File: config.mk
export PLATFORM = sky130hd
export DESIGN_NAME = cid_unit
export DESIGN_NICKNAME = d
export VERILOG_FILES = /design/src/logic/cid_pkg.sv /design/src/logic/cid_alu.sv /design/src/logic/cid_unit.sv
export VERILOG_INCLUDE_DIRS = /design/src /design/src/logic
export SDC_FILE = /design/constraint.sdc
export NUM_CORES = 1
export LEC_CHECK = 0
export BUFFER_PORTS_ARGS = -buffer_cell sky130_fd_sc_hd__buf_2
export CAP_MARGIN = 30
export CORE_MARGIN = 3
export CORE_UTILIZATION = 42
export DETAILED_ROUTE_END_ITERATION = 10
export PLACE_DENSITY = 0.72
export SYNTH_ARGS = -nofsm -noshare
export SYNTH_HDL_FRONTEND = slang
export SYNTH_SLANG_ARGS = --single-unit
File: constraint.sdc
create_clock -name clk -period 3.21 [get_ports clk]
set_clock_uncertainty 0.05 [all_clocks]
set_input_delay 0.1605 -clock clk [delete_from_list [all_inputs] [get_ports clk]]
set_output_delay 0.1605 -clock clk [all_outputs]
set_load 0.01 [all_outputs]
File: src/logic/cid_params.svh
// Constants for the compare, decimal adjust and decrement execution unit
// Operation
// - Equal compare subtracts src from dst, branches on zero, keeps flags.
// - Equal compare with nonzero difference falls through past the instruction.
// - Source pointer always increments by one before the next instruction.
// - Unequal compare branches on nonzero difference, falls through, keeps flags.
// - Unequal compare not taken resumes next and still increments pointer.
// - Both compare branches take 18 cycles taken, 16 cycles not taken.
// - Decimal adjust after add adds 00, 06, 60 or 66; carry per table.
// - Decimal adjust after subtract adds 00, FA, A0 or 9A; carry per table.
// - Decimal adjust sets zero and sign; keeps decimal and nibble flags.
// - Decimal adjust has direct and indirect forms, four cycles each.
// - Byte decrement lowers destination by one in four cycles.
// - Byte decrement sets zero, sign, overflow; keeps carry, decimal, nibble.
// - Word decrement lowers an even register pair by one in eight cycles.
// - Word decrement sets zero, sign, overflow from 16 bits; keeps others.
`ifndef CID_PARAMS_SVH
`define CID_PARAMS_SVH

// ----------------------------------------------------------------------
// Register byte offsets
// ----------------------------------------------------------------------
`define CID_OFF_CTRL 8'h00
`define CID_OFF_OPER 8'h04
`define CID_OFF_PCFL 8'h08
`define CID_OFF_RES 8'h0c

// ----------------------------------------------------------------------
// Control field positions
// ----------------------------------------------------------------------
`define CID_CTRL_START 8
`define CID_CTRL_BUSY 9
`define CID_CTRL_DONE 10
`define CID_CTRL_BAD 11

// ----------------------------------------------------------------------
// Opcodes
// ----------------------------------------------------------------------
`define CID_OP_CMP_EQ 8'hc2
`define CID_OP_CMP_NE 8'hd2
`define CID_OP_DA_R 8'h40
`define CID_OP_DA_IR 8'h41
`define CID_OP_DEC_R 8'h00
`define CID_OP_DEC_IR 8'h01
`define CID_OP_MINUS_ONE_WORD_RR 8'h80
`define CID_OP_MINUS_ONE_WORD_IR 8'h81

// ----------------------------------------------------------------------
// Cycle counts (18, 16, 4, 8)
// ----------------------------------------------------------------------
`define CID_CYC_TAKEN 8'h12
`define CID_CYC_NOT_TAKEN 8'h10
`define CID_CYC_BYTE 8'h04
`define CID_CYC_WORD 8'h08
`define CID_CYC_BAD 8'h01

// ----------------------------------------------------------------------
// Reset values
// ----------------------------------------------------------------------
`define CID_RST_BYTE 8'h00
`define CID_RST_PC 16'h0000
`define CID_RST_WORD 32'h0000_0000

`endif

File: src/logic/cid_pkg.sv
// Types and opcode decoders for the execution unit
package cid_pkg;
  `include "cid_params.svh"

  // ----------------------------------------------------------------------
  // Types
  // ----------------------------------------------------------------------
  typedef struct packed {
    logic c;
    logic z;
    logic s;
    logic v;
    logic d;
    logic h;
    logic [1:0] spare;
  } flags_t;

  typedef struct packed {
    logic psel;
    logic penable;
    logic pwrite;
    logic [7:0] paddr;
    logic [31:0] pwdata;
  } apb_req_t;

  typedef enum logic [1:0] {
    ST_IDLE = 2'h0,
    ST_RUN = 2'h1,
    ST_DONE = 2'h3
  } state_t;

  // ----------------------------------------------------------------------
  // Decoders
  // ----------------------------------------------------------------------
  function automatic logic is_cmp(input logic [7:0] op);
    return op == `CID_OP_CMP_EQ || op == `CID_OP_CMP_NE;
  endfunction

  function automatic logic is_da(input logic [7:0] op);
    return op == `CID_OP_DA_R || op == `CID_OP_DA_IR;
  endfunction

  function automatic logic is_dec(input logic [7:0] op);
    return op == `CID_OP_DEC_R || op == `CID_OP_DEC_IR;
  endfunction

  function automatic logic is_minus_one_word(input logic [7:0] op);
    return op == `CID_OP_MINUS_ONE_WORD_RR || op == `CID_OP_MINUS_ONE_WORD_IR;
  endfunction

  function automatic logic [15:0] sext8(input logic [7:0] v);
    return {{8{v[7]}}, v};
  endfunction
endpackage

File: src/logic/cid_alu.sv
// Combinational result, flag and timing logic of the execution unit
`timescale 1ns/100ps
`include "cid_params.svh"
module cid_alu (
  // Instruction
  input wire logic [7:0] opcode,
  input wire logic [7:0] dst_val,
  input wire logic [7:0] src_val,
  input wire cid_pkg::flags_t flags_in,
  // Outcome
  output logic [15:0] result,
  output cid_pkg::flags_t flags_out,
  output logic taken,
  output logic [7:0] cycles,
  output logic legal
);
  import cid_pkg::*;

  logic [7:0] diff;
  logic [7:0] adj;
  logic [7:0] da_res;
  logic [7:0] byte_m1;
  logic [15:0] word_m1;
  logic da_c;

  always_comb begin
    diff = dst_val - src_val;
    byte_m1 = dst_val - 8'h01;
    word_m1 = {dst_val, src_val} - 16'h0001;
    adj = 8'h00;
    da_c = flags_in.c;
    if (!flags_in.d) begin
      if (flags_in.h || dst_val[3:0] > 4'h9) begin
        adj[3:0] = 4'h6;
      end
      if (flags_in.c || dst_val[7:4] > 4'h9 ||
          (dst_val[7:4] >= 4'h9 && dst_val[3:0] > 4'h9)) begin
        adj[7:4] = 4'h6;
        da_c = 1'b1;
      end
    end else begin
      case ({flags_in.c, flags_in.h})
        2'h1: begin
          adj = 8'hfa;
        end
        2'h2: begin
          adj = 8'ha0;
        end
        2'h3: begin
          adj = 8'h9a;
        end
        default: begin
          adj = 8'h00;
        end
      endcase
    end
    da_res = dst_val + adj;
    result = 16'h0000;
    flags_out = flags_in;
    taken = 1'b0;
    cycles = `CID_CYC_BAD;
    legal = 1'b1;
    case (opcode)
      `CID_OP_CMP_EQ: begin
        taken = diff == 8'h00;
        cycles = taken ? `CID_CYC_TAKEN : `CID_CYC_NOT_TAKEN;
      end
      `CID_OP_CMP_NE: begin
        taken = diff != 8'h00;
        cycles = taken ? `CID_CYC_TAKEN : `CID_CYC_NOT_TAKEN;
      end
      `CID_OP_DA_R, `CID_OP_DA_IR: begin
        result = {8'h00, da_res};
        flags_out.c = da_c;
        flags_out.z = da_res == 8'h00;
        flags_out.s = da_res[7];
        flags_out.v = 1'b0;
        cycles = `CID_CYC_BYTE;
      end
      `CID_OP_DEC_R, `CID_OP_DEC_IR: begin
        result = {8'h00, byte_m1};
        flags_out.z = byte_m1 == 8'h00;
        flags_out.s = byte_m1[7];
        flags_out.v = dst_val == 8'h80;
        cycles = `CID_CYC_BYTE;
      end
      `CID_OP_MINUS_ONE_WORD_RR, `CID_OP_MINUS_ONE_WORD_IR: begin
        result = word_m1;
        flags_out.z = word_m1 == 16'h0000;
        flags_out.s = word_m1[15];
        flags_out.v = {dst_val, src_val} == 16'h8000;
        cycles = `CID_CYC_WORD;
      end
      default: begin
        legal = 1'b0;
      end
    endcase
  end
endmodule

File: src/logic/cid_unit.sv
// APB-controlled execution unit for compare, adjust and decrement
`timescale 1ns/100ps
`include "cid_params.svh"
module cid_unit (
  // Clock and reset
  input wire logic clk,
  input wire logic reset,
  input wire logic ce,
  // APB request
  input wire cid_pkg::apb_req_t apb_req,
  // APB answer
  output logic [31:0] prdata,
  output logic pready,
  output logic pslverr
);
  import cid_pkg::*;

  // ----------------------------------------------------------------------
  // Storage
  // ----------------------------------------------------------------------
  state_t state_q;
  logic [7:0] opcode_q;
  logic [7:0] a_q;
  logic [7:0] b_q;
  logic [7:0] ptr_q;
  logic [7:0] off_q;
  logic [15:0] pc_q;
  flags_t flags_q;
  logic [15:0] res_q;
  logic bad_q;
  logic [7:0] step_q;
  logic [31:0] prdata_q;
  logic pready_q;
  logic pslverr_q;

  logic [15:0] alu_res;
  flags_t alu_flags;
  logic alu_taken;
  logic [7:0] alu_cycles;
  logic alu_legal;

  logic setup;
  logic wr_fire;
  logic start_ok;
  logic commit;
  logic idle_wr;

  function automatic logic mapped(input logic [7:0] addr);
    return addr == `CID_OFF_CTRL || addr == `CID_OFF_OPER ||
           addr == `CID_OFF_PCFL || addr == `CID_OFF_RES;
  endfunction

  cid_alu u_alu (
    .opcode(opcode_q),
    .dst_val(a_q),
    .src_val(b_q),
    .flags_in(flags_q),
    .result(alu_res),
    .flags_out(alu_flags),
    .taken(alu_taken),
    .cycles(alu_cycles),
    .legal(alu_legal)
  );

  // ----------------------------------------------------------------------
  // APB slave
  // ----------------------------------------------------------------------
  assign setup = apb_req.psel && !apb_req.penable;
  assign wr_fire = apb_req.psel && apb_req.penable && apb_req.pwrite &&
                   pready_q && ce;
  // Operands are frozen while running so the result matches its inputs
  assign idle_wr = wr_fire && state_q != ST_RUN;
  assign start_ok = idle_wr && apb_req.paddr == `CID_OFF_CTRL &&
                    apb_req.pwdata[`CID_CTRL_START];
  assign commit = ce && state_q == ST_RUN &&
                  step_q == alu_cycles - 8'h01;

  always_ff @(posedge clk) begin
    if (reset) begin
      pready_q <= 1'b0;
      pslverr_q <= 1'b0;
    end else if (ce) begin
      pready_q <= setup;
      pslverr_q <= setup && !mapped(apb_req.paddr);
    end
  end

  // Read data is captured in setup, so a commit in the same edge is not seen
  always_ff @(posedge clk) begin
    if (reset) begin
      prdata_q <= `CID_RST_WORD;
    end else if (ce && setup) begin
      case (apb_req.paddr)
        `CID_OFF_CTRL: begin
          prdata_q <= {20'h00000, bad_q, state_q == ST_DONE,
                       state_q == ST_RUN, 1'b0, opcode_q};
        end
        `CID_OFF_OPER: begin
          prdata_q <= {off_q, ptr_q, b_q, a_q};
        end
        `CID_OFF_PCFL: begin
          prdata_q <= {8'h00, flags_q, pc_q};
        end
        `CID_OFF_RES: begin
          prdata_q <= {16'h0000, res_q};
        end
        default: begin
          prdata_q <= `CID_RST_WORD;
        end
      endcase
    end
  end

  assign prdata = prdata_q;
  assign pready = pready_q;
  assign pslverr = pslverr_q;

  // ----------------------------------------------------------------------
  // Sequencer
  // ----------------------------------------------------------------------
  always_ff @(posedge clk) begin
    if (reset) begin
      state_q <= ST_IDLE;
    end else if (ce) begin
      case (state_q)
        ST_IDLE, ST_DONE: begin
          if (start_ok) begin
            state_q <= ST_RUN;
          end
        end
        ST_RUN: begin
          if (commit) begin
            state_q <= ST_DONE;
          end
        end
        default: begin
          state_q <= ST_IDLE;
        end
      endcase
    end
  end

  always_ff @(posedge clk) begin
    if (reset) begin
      step_q <= `CID_RST_BYTE;
    end else if (ce) begin
      if (state_q == ST_RUN && !commit) begin
        step_q <= step_q + 8'h01;
      end else begin
        step_q <= `CID_RST_BYTE;
      end
    end
  end

  // ----------------------------------------------------------------------
  // Instruction fields
  // ----------------------------------------------------------------------
  always_ff @(posedge clk) begin
    if (reset) begin
      opcode_q <= `CID_RST_BYTE;
      a_q <= `CID_RST_BYTE;
      b_q <= `CID_RST_BYTE;
      off_q <= `CID_RST_BYTE;
    end else if (idle_wr) begin
      if (apb_req.paddr == `CID_OFF_CTRL) begin
        opcode_q <= apb_req.pwdata[7:0];
      end
      if (apb_req.paddr == `CID_OFF_OPER) begin
        a_q <= apb_req.pwdata[7:0];
        b_q <= apb_req.pwdata[15:8];
        off_q <= apb_req.pwdata[31:24];
      end
    end
  end

  always_ff @(posedge clk) begin
    if (reset) begin
      ptr_q <= `CID_RST_BYTE;
    end else if (commit && is_cmp(opcode_q)) begin
      ptr_q <= ptr_q + 8'h01;
    end else if (idle_wr && apb_req.paddr == `CID_OFF_OPER) begin
      ptr_q <= apb_req.pwdata[23:16];
    end
  end

  always_ff @(posedge clk) begin
    if (reset) begin
      pc_q <= `CID_RST_PC;
    end else if (commit && is_cmp(opcode_q) && alu_taken) begin
      pc_q <= pc_q + sext8(off_q);
    end else if (idle_wr && apb_req.paddr == `CID_OFF_PCFL) begin
      pc_q <= apb_req.pwdata[15:0];
    end
  end

  always_ff @(posedge clk) begin
    if (reset) begin
      flags_q <= `CID_RST_BYTE;
    end else if (commit && !is_cmp(opcode_q) && alu_legal) begin
      flags_q <= alu_flags;
    end else if (idle_wr && apb_req.paddr == `CID_OFF_PCFL) begin
      flags_q <= apb_req.pwdata[23:16];
    end
  end

  always_ff @(posedge clk) begin
    if (reset) begin
      res_q <= `CID_RST_PC;
      bad_q <= 1'b0;
    end else if (commit) begin
      bad_q <= !alu_legal;
      if (!is_cmp(opcode_q) && alu_legal) begin
        res_q <= alu_res;
      end
    end
  end

  logic [7:0] run_cnt_q;
  logic [7:0] exp_cyc;

  always_ff @(posedge clk) begin
    if (reset || state_q != ST_RUN) begin
      run_cnt_q <= `CID_RST_BYTE;
    end else if (ce) begin
      run_cnt_q <= run_cnt_q + 8'h01;
    end
  end

  always_comb begin
    exp_cyc = `CID_CYC_BAD;
    if (opcode_q == `CID_OP_CMP_EQ) begin
      exp_cyc = a_q == b_q ? `CID_CYC_TAKEN : `CID_CYC_NOT_TAKEN;
    end else if (opcode_q == `CID_OP_CMP_NE) begin
      exp_cyc = a_q != b_q ? `CID_CYC_TAKEN : `CID_CYC_NOT_TAKEN;
    end else if (is_da(opcode_q) || is_dec(opcode_q)) begin
      exp_cyc = `CID_CYC_BYTE;
    end else if (is_minus_one_word(opcode_q)) begin
      exp_cyc = `CID_CYC_WORD;
    end
  end
endmodule

Word level (Yosys, flattened, before mapping)
Index checks and enable logic that the tools add are counted.

Register bits: 125. Input port bits: 46. Output and inout bits: 34. Logic and storage cells: 139.

Add/sub/neg operators: 8. Magnitude comparators: 3. Eq/ne operators: 25. Multiplexer cells: 25. Bitwise gates (word level): 1. Reduce and logical (&&, ||, !) cells: 57.

Operators by type and width (count): 32-bit case mux with 4 select lines (1); 8-bit 2-to-1 mux (6); 16-bit case mux with 3 select lines (1); 8-bit equality test (second input constant) (5); 8-bit zero test (5); 16-bit 2-to-1 mux (2); 8-bit case mux with 4 select lines (1); 8-bit case mux with 3 select lines (1); 1-bit logical AND (21); 16-bit adder (1); 8-bit by 1-bit adder with 8-bit output (second input constant) (2); 16-bit equality test (second input constant) (1); 8-bit by 4-bit equality test with 1-bit output (second input constant) (2); 8-bit by 7-bit equality test with 1-bit output (second input constant) (2); 16-bit zero test (1); 16-bit by 1-bit subtractor with 16-bit output (second input constant) (1); 8-bit by 1-bit subtractor with 8-bit output (second input constant) (2); 2-bit AND reduction (5); 3-bit case mux with 3 select lines (1); 8-bit adder (1); 8-bit by 1-bit equality test with 1-bit output (second input constant) (1); 8-bit by 3-bit equality test with 1-bit output (second input constant) (1); 8-bit equality test (1); 4-bit > comparator (second input constant) (2); 23 further kinds (52).

Logic depth before layout (Yosys ltp)
Depth after elaboration: 11. Mapped depth: 19. Depth with buffers taken out: 18.

Modules after synthesis
A second synthesis with hierarchy kept.

Cell total of the unflattened synthesis: 978. Area, all modules: 8224.1 µm².

Modules (own cells, without submodules): cid_unit (instances 1, cells an instance 724, area an instance 6547.5 µm², sequential area each 2502.4 µm²); cid_alu (instances 1, cells an instance 254, area an instance 1676.6 µm², sequential area each 0.0 µm²).

Least setup slack after synthesis
OpenSTA, ideal clock, no wires.

Path kind: flip-flop to flip-flop. From: reg a_q[0]. To: reg flags_q[6] in the netlist's numbering. Library setup time: 0.074 ns. Data arrival time: 3.272 ns. Required time: 3.086 ns. Setup slack: -0.186 ns. Stages on the path, launching flop included: 19. Buffers on the path: 1. Period minus slack after synthesis: 3.396 ns. Cell sequence: dfxtp_1 -> clkbuf_1 -> inv_1 -> ha_1 -> nor2_1 -> o21ai_0 -> o21ai_0 -> ha_1 -> inv_1 -> fa_1 -> inv_1 -> a21oi_1 -> o21bai_1 -> a21o_1 -> a21oi_1 -> xnor2_1 -> a32oi_1 -> a2111o_1 -> a31oi_1.

Cells in the longest elaborated chain, start to end: 11. Elaborated cells between the ends (all ways): 29. Classes of those cells: 5 x add/sub; 1 x order compare; 2 x eq/ne; 8 x mux; 13 x reduce/logical.

RTL lines: start, declared (RTL line cid_unit.sv:23) `logic [7:0] a_q;`; start signal, assigned (RTL line cid_unit.sv:161) `` a_q <= `CID_RST_BYTE; ``; start signal, assigned (RTL line cid_unit.sv:169) `a_q <= apb_req.pwdata[7:0];`; 8-bit subtractor (RTL line cid_alu.sv:27) `diff = dst_val - src_val;`; 8-bit nonzero test / 8-bit zero test (equally long branches) (RTL line cid_alu.sv:69, cid_alu.sv:65); 2-bit 2-to-1 mux (no line); 8-bit case mux with 4 select lines (RTL line cid_alu.sv:63) `case (opcode)`; 8-bit by 1-bit subtractor with 8-bit output (RTL line cid_unit.sv:76) `step_q == alu_cycles - 8'h01;`; 8-bit equality test (RTL line cid_unit.sv:76); 1-bit logical AND (RTL line cid_unit.sv:75) `assign commit = ce && state_q == ST_RUN &&`; 1-bit logical AND (2 in a row) (RTL line cid_unit.sv:199) `end else if (commit && !is_cmp(opcode_q) && alu_legal) begin`; 4-bit by 1-bit != test with 1-bit output (no line) / 2-bit nonzero test (equally long branches); 2-bit AND reduction (no line); end signal, assigned (RTL line cid_unit.sv:198) `` flags_q <= `CID_RST_BYTE; ``; end signal, assigned (RTL line cid_unit.sv:200) `flags_q <= alu_flags;`; end signal, assigned (RTL line cid_unit.sv:202) `flags_q <= apb_req.pwdata[23:16];`; end, declared (RTL line cid_unit.sv:28) `flags_t flags_q;`.

Parallel ways exist; a longest one is shown, timed or not. A chain may end at the register's enable or synchronous reset.

Final worst setup path
From: reg a_q[0]. To: reg flags_q[5] in the netlist's numbering.

The elaborated chain is that of the path after synthesis.

==> results.md <==
* Outcome: complete, but fails checks
* Violated checks: setup timing
* Clk sinks at 125
* Peak VDD IR at 360.9 uV
* Final HPWL DP at 18,310 um
* DIE WIDTH at 141.3 um
* Initial antenna violation count at 0
* Core footprint at 17,600 sq um
* RSZ-0062 raised after global routing: true
* Comb power frac at 3.5%
* Starting Density at 43.69%
* Final non-filler cell total at 1,350
* Antenna viol nets, final at 0
* Crit path kind: flip-flop to flip-flop
* Largest net degree at the start of global routing at 126
* Measured slew at the worst slew-check pin at 0.7946 ns
* Place WS at -0.2096 ns
* Sw frac at 22.20%
* DR vias/cell at 5.931
* Syn Area/Cell at 8.042 sq um
* Internal at 3.106 mW
* Number of flops mapped to enable cells by yosys at 0
* Dpl cell area at 8833 sq um
* Crit path capture type: flip-flop
* Ys async rst share at 0%
* Clk Latency, worst-skew pair at 0.43 ns
* Clock share of power at 57.6%
* Synth top area cells: dfxtp_1 (33%), a21oi_1 (6.5%), ha_1 (6.5%)
* Maximum capacitance violations at 0
* Finished Cell Area at 10,070 sq um
* Library cell with the highest instance count after synthesis: dfxtp_1
* Fin. max-slew vios at 0
* Endpoints failing setup at 19
* Crit Path Max Fanout at 3
* Library cells used by synthesis at 74
* Final WL at 25,890 um
* Layout cells sized above 1 at 24.62%
* FMAX at 301.6 MHz
* Final worst slack at -0.1061 ns
* CTS buffer count at 17
* Worst-path cell chain: buf_6 -> ha_4 -> nor2_4 -> o21ai_2 -> o21ai_1 -> ha_2 -> inv_2 -> fa_2 -> inv_2 -> a21oi_2 -> o21bai_1 -> a21o_1 -> a21oi_2 -> xnor2_2 -> buf_4 -> nor2_4 -> a21oi_2 -> or4_1 -> a31oi_1
* Clk slew on worst S/H paths at 0.06 ns
* Placer congestion estimate at 0.9473
* Crit path max-delay cell type: or4_1
* Fin nets at 1,200
* Sw power at 0.8864 mW
* First-pass GRT wire length at 41,260 um
* I/O pin count at 80
* Total power at 3.992 mW
* Vias in the first global route at 7,743
* CTS root buf: clkbuf_16
* Post-synthesis sequential area ratio at 32.55%
* Post-route minimum period at 3.316 ns
* Drt initial violations at 959
* PortBufs at 79
* Util after Layout at 57.25%
* Cell Area, Synth at 7689 sq um
* Sequential power share at 38.9%
* Synthesis Warnings at 0
* Most frequent CP cell: a21oi_2
* Mapped Cells at 956
* Die height at 141.3 um
* Buf+Inv Stages, Crit Path at 4
* Drt first pass iters at 6
* Placed cell count at 1,275
* Flops & latches, synth at 125
* Kind of cell adding the most delay to the critical path: compound AO/OA/AOI/OAI gates
* Inserted Diodes at 0
* CP required at 3.52 ns
* Synth cell count leaders: dfxtp_1 (125), nand2_1 (120), a21oi_1 (100), nor2_1 (70), clkbuf_1 (60)
* Die area at 19,970 sq um
* Yosys top cell by area: dfxtp_1
* Longest Clk Path Bufs at 2
* Arr. time, crit path at 3.62 ns
* Area fraction of the dominant cell type after synthesis at 32.55%
* Number of H-tree levels at 4
* Final Hold Vio Count at 0
* Total track usage at 25.89%
* Grt total ovfl at 0
* Max-slew headroom at 47.03%
* Worst Hold Class: input pin to flip-flop
* Power per cell area at 396.3 nW/um^2
* CP peak stage delay at 0.49 ns
* Mean routed wirelength per cell at 19.18 um
* Fillers at 1,551
* Period utilisation layout at 103.3%
* CP startpoint kind: flip-flop
* Layout area overhead at 31.03%
* Leakage at 4.132 nW
* Vias at 8,007
* CTS tree: built
* # DRC at 0
* Post-Syn Nets at 1,044
* Post-synth top flop: dfxtp_1
* Rows at 48
[routing by layer]
layer | global-route usage, % | vias to the layer above | part of all wire [%]
li1 | - | 3773 | -
met1 | 34.50 | 3778 | 42
met2 | 41.53 | 395 | 46
met3 | 6.134 | 61 | 9.0
met4 | 8.363 | 0 | 2.8
met5 | 0 | - | 0
[sequential cells by signal, summed over array words and instances (netlist names)]
name / count
a_q: 8
res_q: 16
prdata: 32
pready: 1
ptr_q: 8
state_q: 2
b_q: 8
pslverr: 1
off_q: 8
step_q: 8
opcode_q: 8
pc_q: 16
bad_q: 1
flags_q: 8
[tightest hold or removal path: stages]
cell     delay, ns
buf_2         0.15
mux2i_1       0.08
nor2_1        0.07
[final timing paths]
check / endpoint / slack, ns / from / cells past startpoint
setup / recovery: flags_q[5]$_SDFFE_PP0P_ / -0.11 / a_q[0]$_SDFFE_PP0P_ / 19
hold / removal: opcode_q[4]$_SDFFE_PP0P_ / 0.03 / apb_req[4] / 3
hold reg to reg: prdata[25]$_SDFFE_PP0P_ / 0.40 / prdata[25]$_SDFFE_PP0P_ / 2
setup reg to reg: flags_q[5]$_SDFFE_PP0P_ / -0.11 / a_q[0]$_SDFFE_PP0P_ / 19
[final cells by class]
cell class / count / area, sq um / area share (%)
Timing Repair Buffer: 203 / 1459 / 14.48
Clock buffer: 18 / 439.2 / 4.359
Clock inverter: 14 / 255.2 / 2.534
Inverter: 37 / 138.9 / 1.379
Tap cell: 225 / 281.5 / 2.794
Multi-Input combinational cell: 728 / 4989 / 49.52
Sequential cell: 125 / 2512 / 24.94
[cells in the final DEF, fill, tap and decap left out, types with 22 or more instances in the layout]
cell type / Yosys / final
dfxtp_1: 125 / 119
nand2_1: 120 / 119
buf_2: 2 / 78
xnor2_1: 33 / 32
a21oi_1: 100 / 94
inv_1: 36 / 30
dlygate4sd3_1: 0 / 28
buf_4: 0 / 88
ha_1: 40 / 35
nor2_1: 70 / 66
o21ai_0: 31 / 27
a22oi_1: 40 / 40
xor2_1: 22 / 22
nand3_1: 36 / 35
[logic make-up (layout without fill, tap and decap cells)]
group / after synthesis / after routing / share of synthesized area (%)
and+or+nand+nor: 335 / 335 / 21.19
AOI/OAI and AO/OA: 271 / 272 / 23.08
DFF: 125 / 125 / 32.55
buffers and inverters: 104 / 272 / 5.207
xor gates and xnor gates: 55 / 55 / 6.265
adders and majority gates: 42 / 42 / 7.030
muxes: 24 / 24 / 4.687
[timing repair]
| action | in CTS | in global routing |
|---|---|---|
| gates cloned | 1 | 0 |
| hold buffers | 28 | 0 |
| endpoints found under the setup margin | 33 | 40 |
| hold endpoints to repair | 32 | 0 |
| setup buffers | 10 | 4 |
| resized for setup | 21 | 23 |
| pin swaps | 8 | 16 |
[metrics by stage]
stage	hold slack [ns]	TNS, ns
final	0.02531	-0.9671
after global routing	0.03301	-5.311
after CTS	0.003425	-0.2080
after detailed placement	0.3568	-2.567
after global placement	0.3538	-3.611
after floorplan	0.2389	-0.04046
[power groups by stage]
| stage | Clock [mW] | Combinational (mW) | Sequential [mW] |
|---|---|---|---|
| after floorplan | 0 | 0.0512 | 1.59 |
| after global placement | 0 | 0.111 | 1.59 |
| after detailed placement | 0 | 0.111 | 1.59 |
| after CTS | 2.31 | 0.137 | 1.55 |
| after global routing | 2.37 | 0.149 | 1.55 |
| final | 2.30 | 0.140 | 1.55 |
(Power assumes the default switching activity.)
